$ cat src/cid_pkg.sv
// constants for the interrupt dispatch block
// assumes an 8-bit register port and a sequencer instruction-cycle tick
package cid_pkg;
   // register port geometry
   localparam int DATA_W = 8;
   localparam int ADDR_W = 4;
   localparam int PC_W   = 15;
   // register offsets
   localparam logic [3:0] REG_CORE_CTRL  = 4'h0;
   localparam logic [3:0] REG_PFLAGS_A   = 4'h1;
   localparam logic [3:0] REG_PFLAGS_B   = 4'h2;
   localparam logic [3:0] REG_PFLAGS_C   = 4'h3;
   localparam logic [3:0] REG_PENABLES_A = 4'h4;
   localparam logic [3:0] REG_PENABLES_B = 4'h5;
   localparam logic [3:0] REG_PENABLES_C = 4'h6;
   localparam logic [3:0] REG_WAKE_MASK  = 4'h7;
   localparam logic [3:0] REG_EVT_STATUS = 4'h8;
   localparam logic [3:0] REG_EVT_CLEAR  = 4'h9;
   localparam logic [3:0] REG_EVT_ENABLE = 4'ha;
   // core control field positions
   localparam int CC_GIE      = 7;
   localparam int CC_PERIPHERAL_GROUP_IRQ_ENABLE     = 6;
   localparam int CC_EN_LSB   = 3;
   localparam int CC_FLAG_LSB = 0;
   localparam int N_CORE      = 3;
   localparam int N_BANK      = 3;
   // wake mask: core sources in low bits, peripheral banks above
   localparam int WM_BANK_LSB = 3;
   // event status bits
   localparam int EV_TAKEN  = 0;
   localparam int EV_RETURN = 1;
   localparam int EV_WAKE   = 2;
   localparam int N_EV      = 3;
   // reset values and the fixed handler entry
   localparam logic [7:0]  RST_ZERO    = 8'h00;
   localparam logic [14:0] VECTOR_ADDR = 15'h0004;
   // dispatch sequencer states
   typedef enum logic [2:0] {
      ST_IDLE  = 3'b001,
      ST_FLUSH = 3'b010,
      ST_SAVE  = 3'b100
   } cid_state_t;
endpackage

$ cat src/cid_dispatch.sv
// interrupt dispatch: flags, enables, request, core redirection sequence
// assumes a sequencer tick once per instruction cycle on clk_sys
`timescale 1ns/10ps

// Notes on behaviour
// any reset leaves every enable cleared, so no redirection occurs
// redirect only with global and own enable, peripheral group too
// flags set on events regardless of any enable bit
// taking an interrupt flushes the prefetch and clears global enable
// taking an interrupt pushes the program counter and saves shadows
// afterwards the program counter is loaded with the fixed vector
// return instruction pops address, restores shadows, sets global enable
// with global enable clear flags still set; serviced once re-enabled
// firmware clears serviced flags before returning or it re-triggers
// firmware polls flag bits to find the source of the shared vector
// synchronous sources reach the vector in three or four cycles
// asynchronous sources reach the vector in three to five cycles
// configured sources wake the core out of sleep
// request is OR of flag AND enable, peripheral banks group gated, then global gated
module cid_dispatch
   import cid_pkg::*;
(
   // clock and reset
   input  wire logic              clk_sys,
   input  wire logic              nrst,
   // register port
   input  wire logic [ADDR_W-1:0] reg_addr,
   input  wire logic [DATA_W-1:0] reg_wdata,
   input  wire logic              reg_wr,
   input  wire logic              reg_rd,
   output logic      [DATA_W-1:0] reg_rdata,
   // event sources
   input  wire logic              async_evt_pin,
   input  wire logic [1:0]        core_evt,
   input  wire logic [7:0]        periph_evt_a,
   input  wire logic [7:0]        periph_evt_b,
   input  wire logic [7:0]        periph_evt_c,
   // program sequencer
   input  wire logic              instr_tick,
   input  wire logic              core_sleeping,
   input  wire logic              return_from_handler_instr,
   output logic                   flush_prefetch,
   output logic                   push_pc,
   output logic                   shadow_save,
   output logic                   load_vector,
   output logic      [PC_W-1:0]   vector_addr,
   output logic                   pop_pc,
   output logic                   shadow_restore,
   output logic                   wake_req,
   // summary interrupt
   output logic                   irq
);

   // flag-and-enable reduction, used for dispatch and wake
   function automatic logic bank_pend(input logic [7:0] f, input logic [7:0] e);
      bank_pend = |(f & e);
   endfunction

   cid_state_t       state;
   logic             global_irq_enable;
   logic             peripheral_group_irq_enable;
   logic [N_CORE-1:0] core_en;
   logic [N_CORE-1:0] core_flag;
   logic [7:0]       pflag [N_BANK];
   logic [7:0]       pen [N_BANK];
   logic [7:0]       pevt [N_BANK];
   logic [7:0]       wake_mask;
   logic [N_EV-1:0]  evt_status;
   logic [N_EV-1:0]  evt_enable;
   logic             async_s1;
   logic             async_s2;
   logic             async_s3;
   logic [N_CORE-1:0] core_events;
   logic [N_BANK-1:0] bank_req;
   logic [N_BANK-1:0] bank_wake;
   logic             core_req;
   logic             irq_req;
   logic             take;
   logic             ret;
   logic             wake_now;
   logic             wr_ctrl;

   assign pevt[0] = periph_evt_a;
   assign pevt[1] = periph_evt_b;
   assign pevt[2] = periph_evt_c;

   // two-flop synchroniser for the asynchronous pin, edge found past it
   always_ff @(posedge clk_sys)
   begin
      if (!nrst)
      begin
         async_s1 <= 1'b0;
         async_s2 <= 1'b0;
         async_s3 <= 1'b0;
      end
      else
      begin
         async_s1 <= async_evt_pin;
         async_s2 <= async_s1;
         async_s3 <= async_s2;
      end
   end

   // core source events: pin edge plus synchronous sources
   assign core_events = {core_evt, async_s2 & ~async_s3};

   // request forming per bank and overall
   generate
      for (genvar b = 0; b < N_BANK; b++)
      begin : g_bank
         assign bank_req[b]  = bank_pend(pflag[b], pen[b]);
         assign bank_wake[b] = bank_req[b] & wake_mask[WM_BANK_LSB + b];
      end
   endgenerate

   assign core_req = |(core_flag & core_en);
   assign irq_req  = global_irq_enable
                     & (core_req | (peripheral_group_irq_enable & |bank_req));
   assign take     = (state == ST_IDLE) & instr_tick & irq_req;
   assign ret      = return_from_handler_instr & (state == ST_IDLE);
   assign wake_now = core_sleeping
                     & (|(core_flag & core_en & wake_mask[N_CORE-1:0])
                        | |bank_wake);
   assign wr_ctrl  = reg_wr & (reg_addr == REG_CORE_CTRL);

   // dispatch sequencer: flush, then save, then jump, one step per instruction tick
   always_ff @(posedge clk_sys)
   begin
      if (!nrst)
      begin
         state          <= ST_IDLE;
         flush_prefetch <= 1'b0;
         push_pc        <= 1'b0;
         shadow_save    <= 1'b0;
         load_vector    <= 1'b0;
      end
      else
      begin
         flush_prefetch <= 1'b0;
         push_pc        <= 1'b0;
         shadow_save    <= 1'b0;
         load_vector    <= 1'b0;
         case (state)
            ST_IDLE:
            begin
               if (take)
               begin
                  flush_prefetch <= 1'b1;
                  state          <= ST_FLUSH;
               end
            end
            ST_FLUSH:
            begin
               if (instr_tick)
               begin
                  push_pc     <= 1'b1;
                  shadow_save <= 1'b1;
                  state       <= ST_SAVE;
               end
            end
            ST_SAVE:
            begin
               if (instr_tick)
               begin
                  load_vector <= 1'b1;
                  state       <= ST_IDLE;
               end
            end
            default: state <= ST_IDLE;
         endcase
      end
   end

   // vector address is fixed
   always_ff @(posedge clk_sys)
   begin
      if (!nrst)
         vector_addr <= VECTOR_ADDR;
      else
         vector_addr <= VECTOR_ADDR;
   end

   // return sequence pulses
   always_ff @(posedge clk_sys)
   begin
      if (!nrst)
      begin
         pop_pc         <= 1'b0;
         shadow_restore <= 1'b0;
      end
      else
      begin
         pop_pc         <= ret;
         shadow_restore <= ret;
      end
   end

   // global and group enables; hardware take/return beat firmware writes
   always_ff @(posedge clk_sys)
   begin
      if (!nrst)
      begin
         global_irq_enable           <= 1'b0;
         peripheral_group_irq_enable <= 1'b0;
         core_en                     <= '0;
      end
      else
      begin
         if (take)
            global_irq_enable <= 1'b0;
         else if (ret)
            global_irq_enable <= 1'b1;
         else if (wr_ctrl)
            global_irq_enable <= reg_wdata[CC_GIE];
         if (wr_ctrl)
         begin
            peripheral_group_irq_enable <= reg_wdata[CC_PERIPHERAL_GROUP_IRQ_ENABLE];
            core_en <= reg_wdata[CC_EN_LSB +: N_CORE];
         end
      end
   end

   // core flags: events set regardless of enables, set beats write
   always_ff @(posedge clk_sys)
   begin
      if (!nrst)
         core_flag <= '0;
      else if (wr_ctrl)
         core_flag <= reg_wdata[CC_FLAG_LSB +: N_CORE] | core_events;
      else
         core_flag <= core_flag | core_events;
   end

   // peripheral flag and enable banks
   generate
      for (genvar b = 0; b < N_BANK; b++)
      begin : g_pregs
         always_ff @(posedge clk_sys)
         begin
            if (!nrst)
            begin
               pflag[b] <= RST_ZERO;
               pen[b]   <= RST_ZERO;
            end
            else
            begin
               if (reg_wr && reg_addr == REG_PFLAGS_A + 4'(b))
                  pflag[b] <= reg_wdata | pevt[b];
               else
                  pflag[b] <= pflag[b] | pevt[b];
               if (reg_wr && reg_addr == REG_PENABLES_A + 4'(b))
                  pen[b] <= reg_wdata;
            end
         end
      end
   endgenerate

   // wake mask and wake request
   always_ff @(posedge clk_sys)
   begin
      if (!nrst)
      begin
         wake_mask <= RST_ZERO;
         wake_req  <= 1'b0;
      end
      else
      begin
         if (reg_wr && reg_addr == REG_WAKE_MASK)
            wake_mask <= reg_wdata;
         wake_req <= wake_now;
      end
   end

   // sticky event status, clear by write of ones, set wins
   always_ff @(posedge clk_sys)
   begin
      if (!nrst)
      begin
         evt_status <= '0;
         evt_enable <= '0;
      end
      else
      begin
         if (reg_wr && reg_addr == REG_EVT_CLEAR)
            evt_status <= (evt_status & ~reg_wdata[N_EV-1:0])
                          | {wake_now, ret, take};
         else
            evt_status <= evt_status | {wake_now, ret, take};
         if (reg_wr && reg_addr == REG_EVT_ENABLE)
            evt_enable <= reg_wdata[N_EV-1:0];
      end
   end

   // summary interrupt level
   assign irq = |(evt_status & evt_enable);

   // read data, one cycle after the strobe, zero when unmapped
   always_ff @(posedge clk_sys)
   begin
      if (!nrst)
         reg_rdata <= RST_ZERO;
      else if (reg_rd)
      begin
         case (reg_addr)
            REG_CORE_CTRL:
               reg_rdata <= {global_irq_enable, peripheral_group_irq_enable,
                             core_en, core_flag};
            REG_PFLAGS_A:   reg_rdata <= pflag[0];
            REG_PFLAGS_B:   reg_rdata <= pflag[1];
            REG_PFLAGS_C:   reg_rdata <= pflag[2];
            REG_PENABLES_A: reg_rdata <= pen[0];
            REG_PENABLES_B: reg_rdata <= pen[1];
            REG_PENABLES_C: reg_rdata <= pen[2];
            REG_WAKE_MASK:  reg_rdata <= wake_mask;
            REG_EVT_STATUS: reg_rdata <= {5'h00, evt_status};
            REG_EVT_ENABLE: reg_rdata <= {5'h00, evt_enable};
            default:        reg_rdata <= RST_ZERO;
         endcase
      end
      else
         reg_rdata <= RST_ZERO;
   end

endmodule

$ cat config.mk
export PLATFORM = sky130hd
export DESIGN_NAME = cid_dispatch
export DESIGN_NICKNAME = d
export VERILOG_FILES = /design/src/cid_pkg.sv /design/src/cid_dispatch.sv
export SDC_FILE = /design/constraint.sdc
export NUM_CORES = 1
export LEC_CHECK = 0
export BUFFER_PORTS_ARGS = -buffer_cell sky130_fd_sc_hd__clkbuf_2
export CORE_ASPECT_RATIO = 1.4
export CORE_MARGIN = 2
export CORE_UTILIZATION = 45
export CTS_CLUSTER_SIZE = 12
export DETAILED_ROUTE_END_ITERATION = 16
export HOLD_SLACK_MARGIN = 0.08
export PLACE_DENSITY_LB_ADDON = 0.05
export SYNTH_ARGS = -nofsm -noshare
export SYNTH_HDL_FRONTEND = slang
export SYNTH_SLANG_ARGS = --single-unit
$ cat constraint.sdc
create_clock -name clk_sys -period 2.3 [get_ports clk_sys]
set_input_delay 0.23 -clock clk_sys [delete_from_list [all_inputs] [get_ports clk_sys]]
set_output_delay 0.23 -clock clk_sys [all_outputs]
set_load 0.02 [all_outputs]
==> results.md <==
* Initial DRC count at 318
* Leakage power summed over all cells at 2.15 nW
* Instance area at placement at 5130 um2
* Floorplan core area at 9900 um2
* Number of warnings reported in the yosys synthesis log at 0
* Root cell of the clock tree: clkbuf_16
* Area share of the largest cell type after synthesis at 0.314
* Biggest cell delay along the critical path at 0.52 ns
* Clk slew on worst S/H paths at 0.06 ns
* Final worst path period share at 0.815
* Count of hold buffers inserted by post-cts repair at 0
* Global-route wire length before repair at 20.0 mm
* Biggest fanout along the worst timing path at 4
* Synth cell types at 49
* Leading cell types by count after synthesis: edfxtp_1 (48), dfxtp_1 (41), mux2_2 (33), nand2_1 (33), and2_1 (28)
* Number of clock sinks at 89
* Fraction of synthesis flops using an asynchronous set or reset pin at 0
* Detail Placement HPWL at 10.2 mm
* Max-capacitance violation count at 0
* Largest family of logic cells by synthesized area: simple AND/OR/NAND/NOR gates
* Number of vias per cell at 5.46
* Post-Syn Area at 4590 um2
* Signed area change from the synthesized netlist to the final layout at 18.9%
* Total number of placement rows at 43
* Die area at 11000 um2
* Pin count of the biggest net entering global routing at 35
* H-Tree Depth at 3
* Post-DRT Antenna Nets at 0
* Average wire length per cell after detail routing at 20.3 um
* Power density over cell area at 698 nW/um2
* # IOs at 77
* Worst-path cell chain: a222oi_1, nor3b_1, a21oi_1, or2_2
* Final instance area at 5460 um2
* Final count of hold timing violations at 0
* Final RePlAce weighted congestion at 0.973
* Max-slew violations at 0
* Count of buffers inserted at the top-level ports at 61
* Global Route Usage Sum at 0.258
* Number of endpoints failing setup at the final stage at 0
* Class of the tightest hold or removal check: in -> reg
* Library cell with the highest instance count after synthesis: edfxtp_1
* Number of antenna repair diodes at 0
* Post-CTS sizing at 0
* Number of fillers in the final layout at 923
* Crit start category: register
* Number of nets in the layout at 564
* Worst-Skew Late Latency at 0.34 ns
* Detailed-route via count at 3592
* Min cycle time layout at 1.87 ns
* Grt total ovfl at 0
* Category of cells accounting for the largest share of critical-path delay: compound AO/OA/AOI/OAI gates
* Relative slew margins at 0.666
* Number of global-route vias before repair at 3493
* Type of the setup path with the least slack: reg -> reg
* Worst setup slack after layout at 0.426 ns
* Simple-gate area share of the yosys netlist at 0.168
* Post-synth EDFFs at 48
* Number of buffers created by CTS at 9
* DRC violation count after routing at 0
* Post-synthesis average cell area at 10.8 um2
* Number of buffers inserted to repair setup after CTS at 0
* Critical path arrival at 2.10 ns
* DRT Pass-1 Iters at 6
* Fraction of layout cells with a size suffix above 1 at 0.275
* Effective utilization at floorplan at 0.464
* Adder and majority cell fraction of the synthesized area at 0
* Routed wire length at 13.4 mm
* Place WS at 0.251 ns
* CP Buf/Inv Count at 0
* Post-synth top flop: edfxtp_1
* Capturing element type of the critical path: register
* IR Drop Worst-Case VDD at 0.000367 V
* Required arrival time at the worst endpoint at 2.52 ns
* Top cell type by total area after synthesis: edfxtp_1
* RSZ-0062 raised after global routing: false
* Portion of netlist area occupied by mux cells at 0.117
* Outcome: completed
* FMAX at 534 MHz
* Area contributors post-synth: edfxtp_1 (31%), dfxtp_1 (18%), mux2_2 (8.1%), o21a_1 (4.3%), and2_1 (3.8%)
* Portion of the post-synthesis area used by sequential elements at 0.493
* Synthesized-area fraction occupied by ao, oa, aoi and oai cells at 0.168
* Antenna violations before repair at 0
* Maximum count of clock buffers along a single path at 2
* Seq cells post-synth at 89
* Total chip power at 3.81 mW
* Post-synthesis xor/xnor area fraction at 0
* Setup TNS at 0 ns
* Final worst clock skew at 0.00712 ns
* Die outline height at 124 um
* Synthesized instance count at 427
* Transition time at the pin with the least slew margin at 0.501 ns
* Critical-path cell with the highest stage delay: a222oi_1
* Clock tree from TritonCTS: built
* Die X at 89.4 um
-- cell families (layout without fill, tap and decap cells) --
kind of cell,Yosys count,in the layout
buffers and inverters,43,102
muxes,46,46
other,2,39
DFF,89,89
AOI/OAI and AO/OA,110,110
and+or+nand+nor,137,137
-- routing by layer --
layer	vias up	wire, um	GRT usage
met4	0	351	0.103
met5	-	0	0
met2	142	6990	0.447
met1	1723	5300	0.316
met3	18	725	0.0381
li1	1709	-	-
-- flip-flops by register name, indices dropped and copies added, names as in the netlist, 3 cells and up --
register and count:
state 3, pen 24, pflag 24, evt_enable 3, evt_status 3, reg_rdata 8
core_flag 3, core_en 3, wake_mask 8
-- placed cells by master (no fill, tap or decap), drive strengths merged, types with 13 or more instances in the layout --
cell type / count
a21boi: 13
a21oi: 19
a22oi: 16
and2: 28
buf: 20
clkbuf: 74
conb: 39
dfxtp: 41
edfxtp: 48
mux2: 33
nand2: 36
nand3: 13
nor2: 14
o21a: 26
o21ai: 14
-- power breakdown --
part	switching [mW]	internal, mW
Sequential	0.0661	1.75
Combinational	0.237	0.170
Clock	0.611	0.969
Total	0.914	2.89
-- final cells by class --
type | instances | area, um2 | share of cell area
clock buffers | 13 | 282 | 0.0516
clock inverters | 3 | 43.8 | 0.00802
inverters | 5 | 18.8 | 0.00344
multi-input cells | 332 | 2230 | 0.408
flip-flops and latches | 89 | 2260 | 0.414
well taps | 135 | 169 | 0.0309
repair buffers | 81 | 455 | 0.0834
-- final timing paths --
check,from,endpoint,slack (ns),cells past startpoint
setup / recovery,core_en[2],state[1],0.43,4
hold / removal,async_evt_pin,async_s1,0.09,2
setup reg to reg,core_en[2],state[1],0.43,4
hold reg to reg,async_s1,async_s2,0.44,1
-- stage by stage --
stage / hold WS [ns] / util / std cells
global route: 0.0914 / 0.551 / 658
finish: 0.0878 / 0.551 / 658
CTS: 0.0802 / 0.551 / 658
detailed placement: 0.427 / 0.518 / 642
floorplan: 0.354 / - / 464
global placement: 0.416 / 0.518 / 642
No activity file was read; power rests on OpenSTA's default activity.
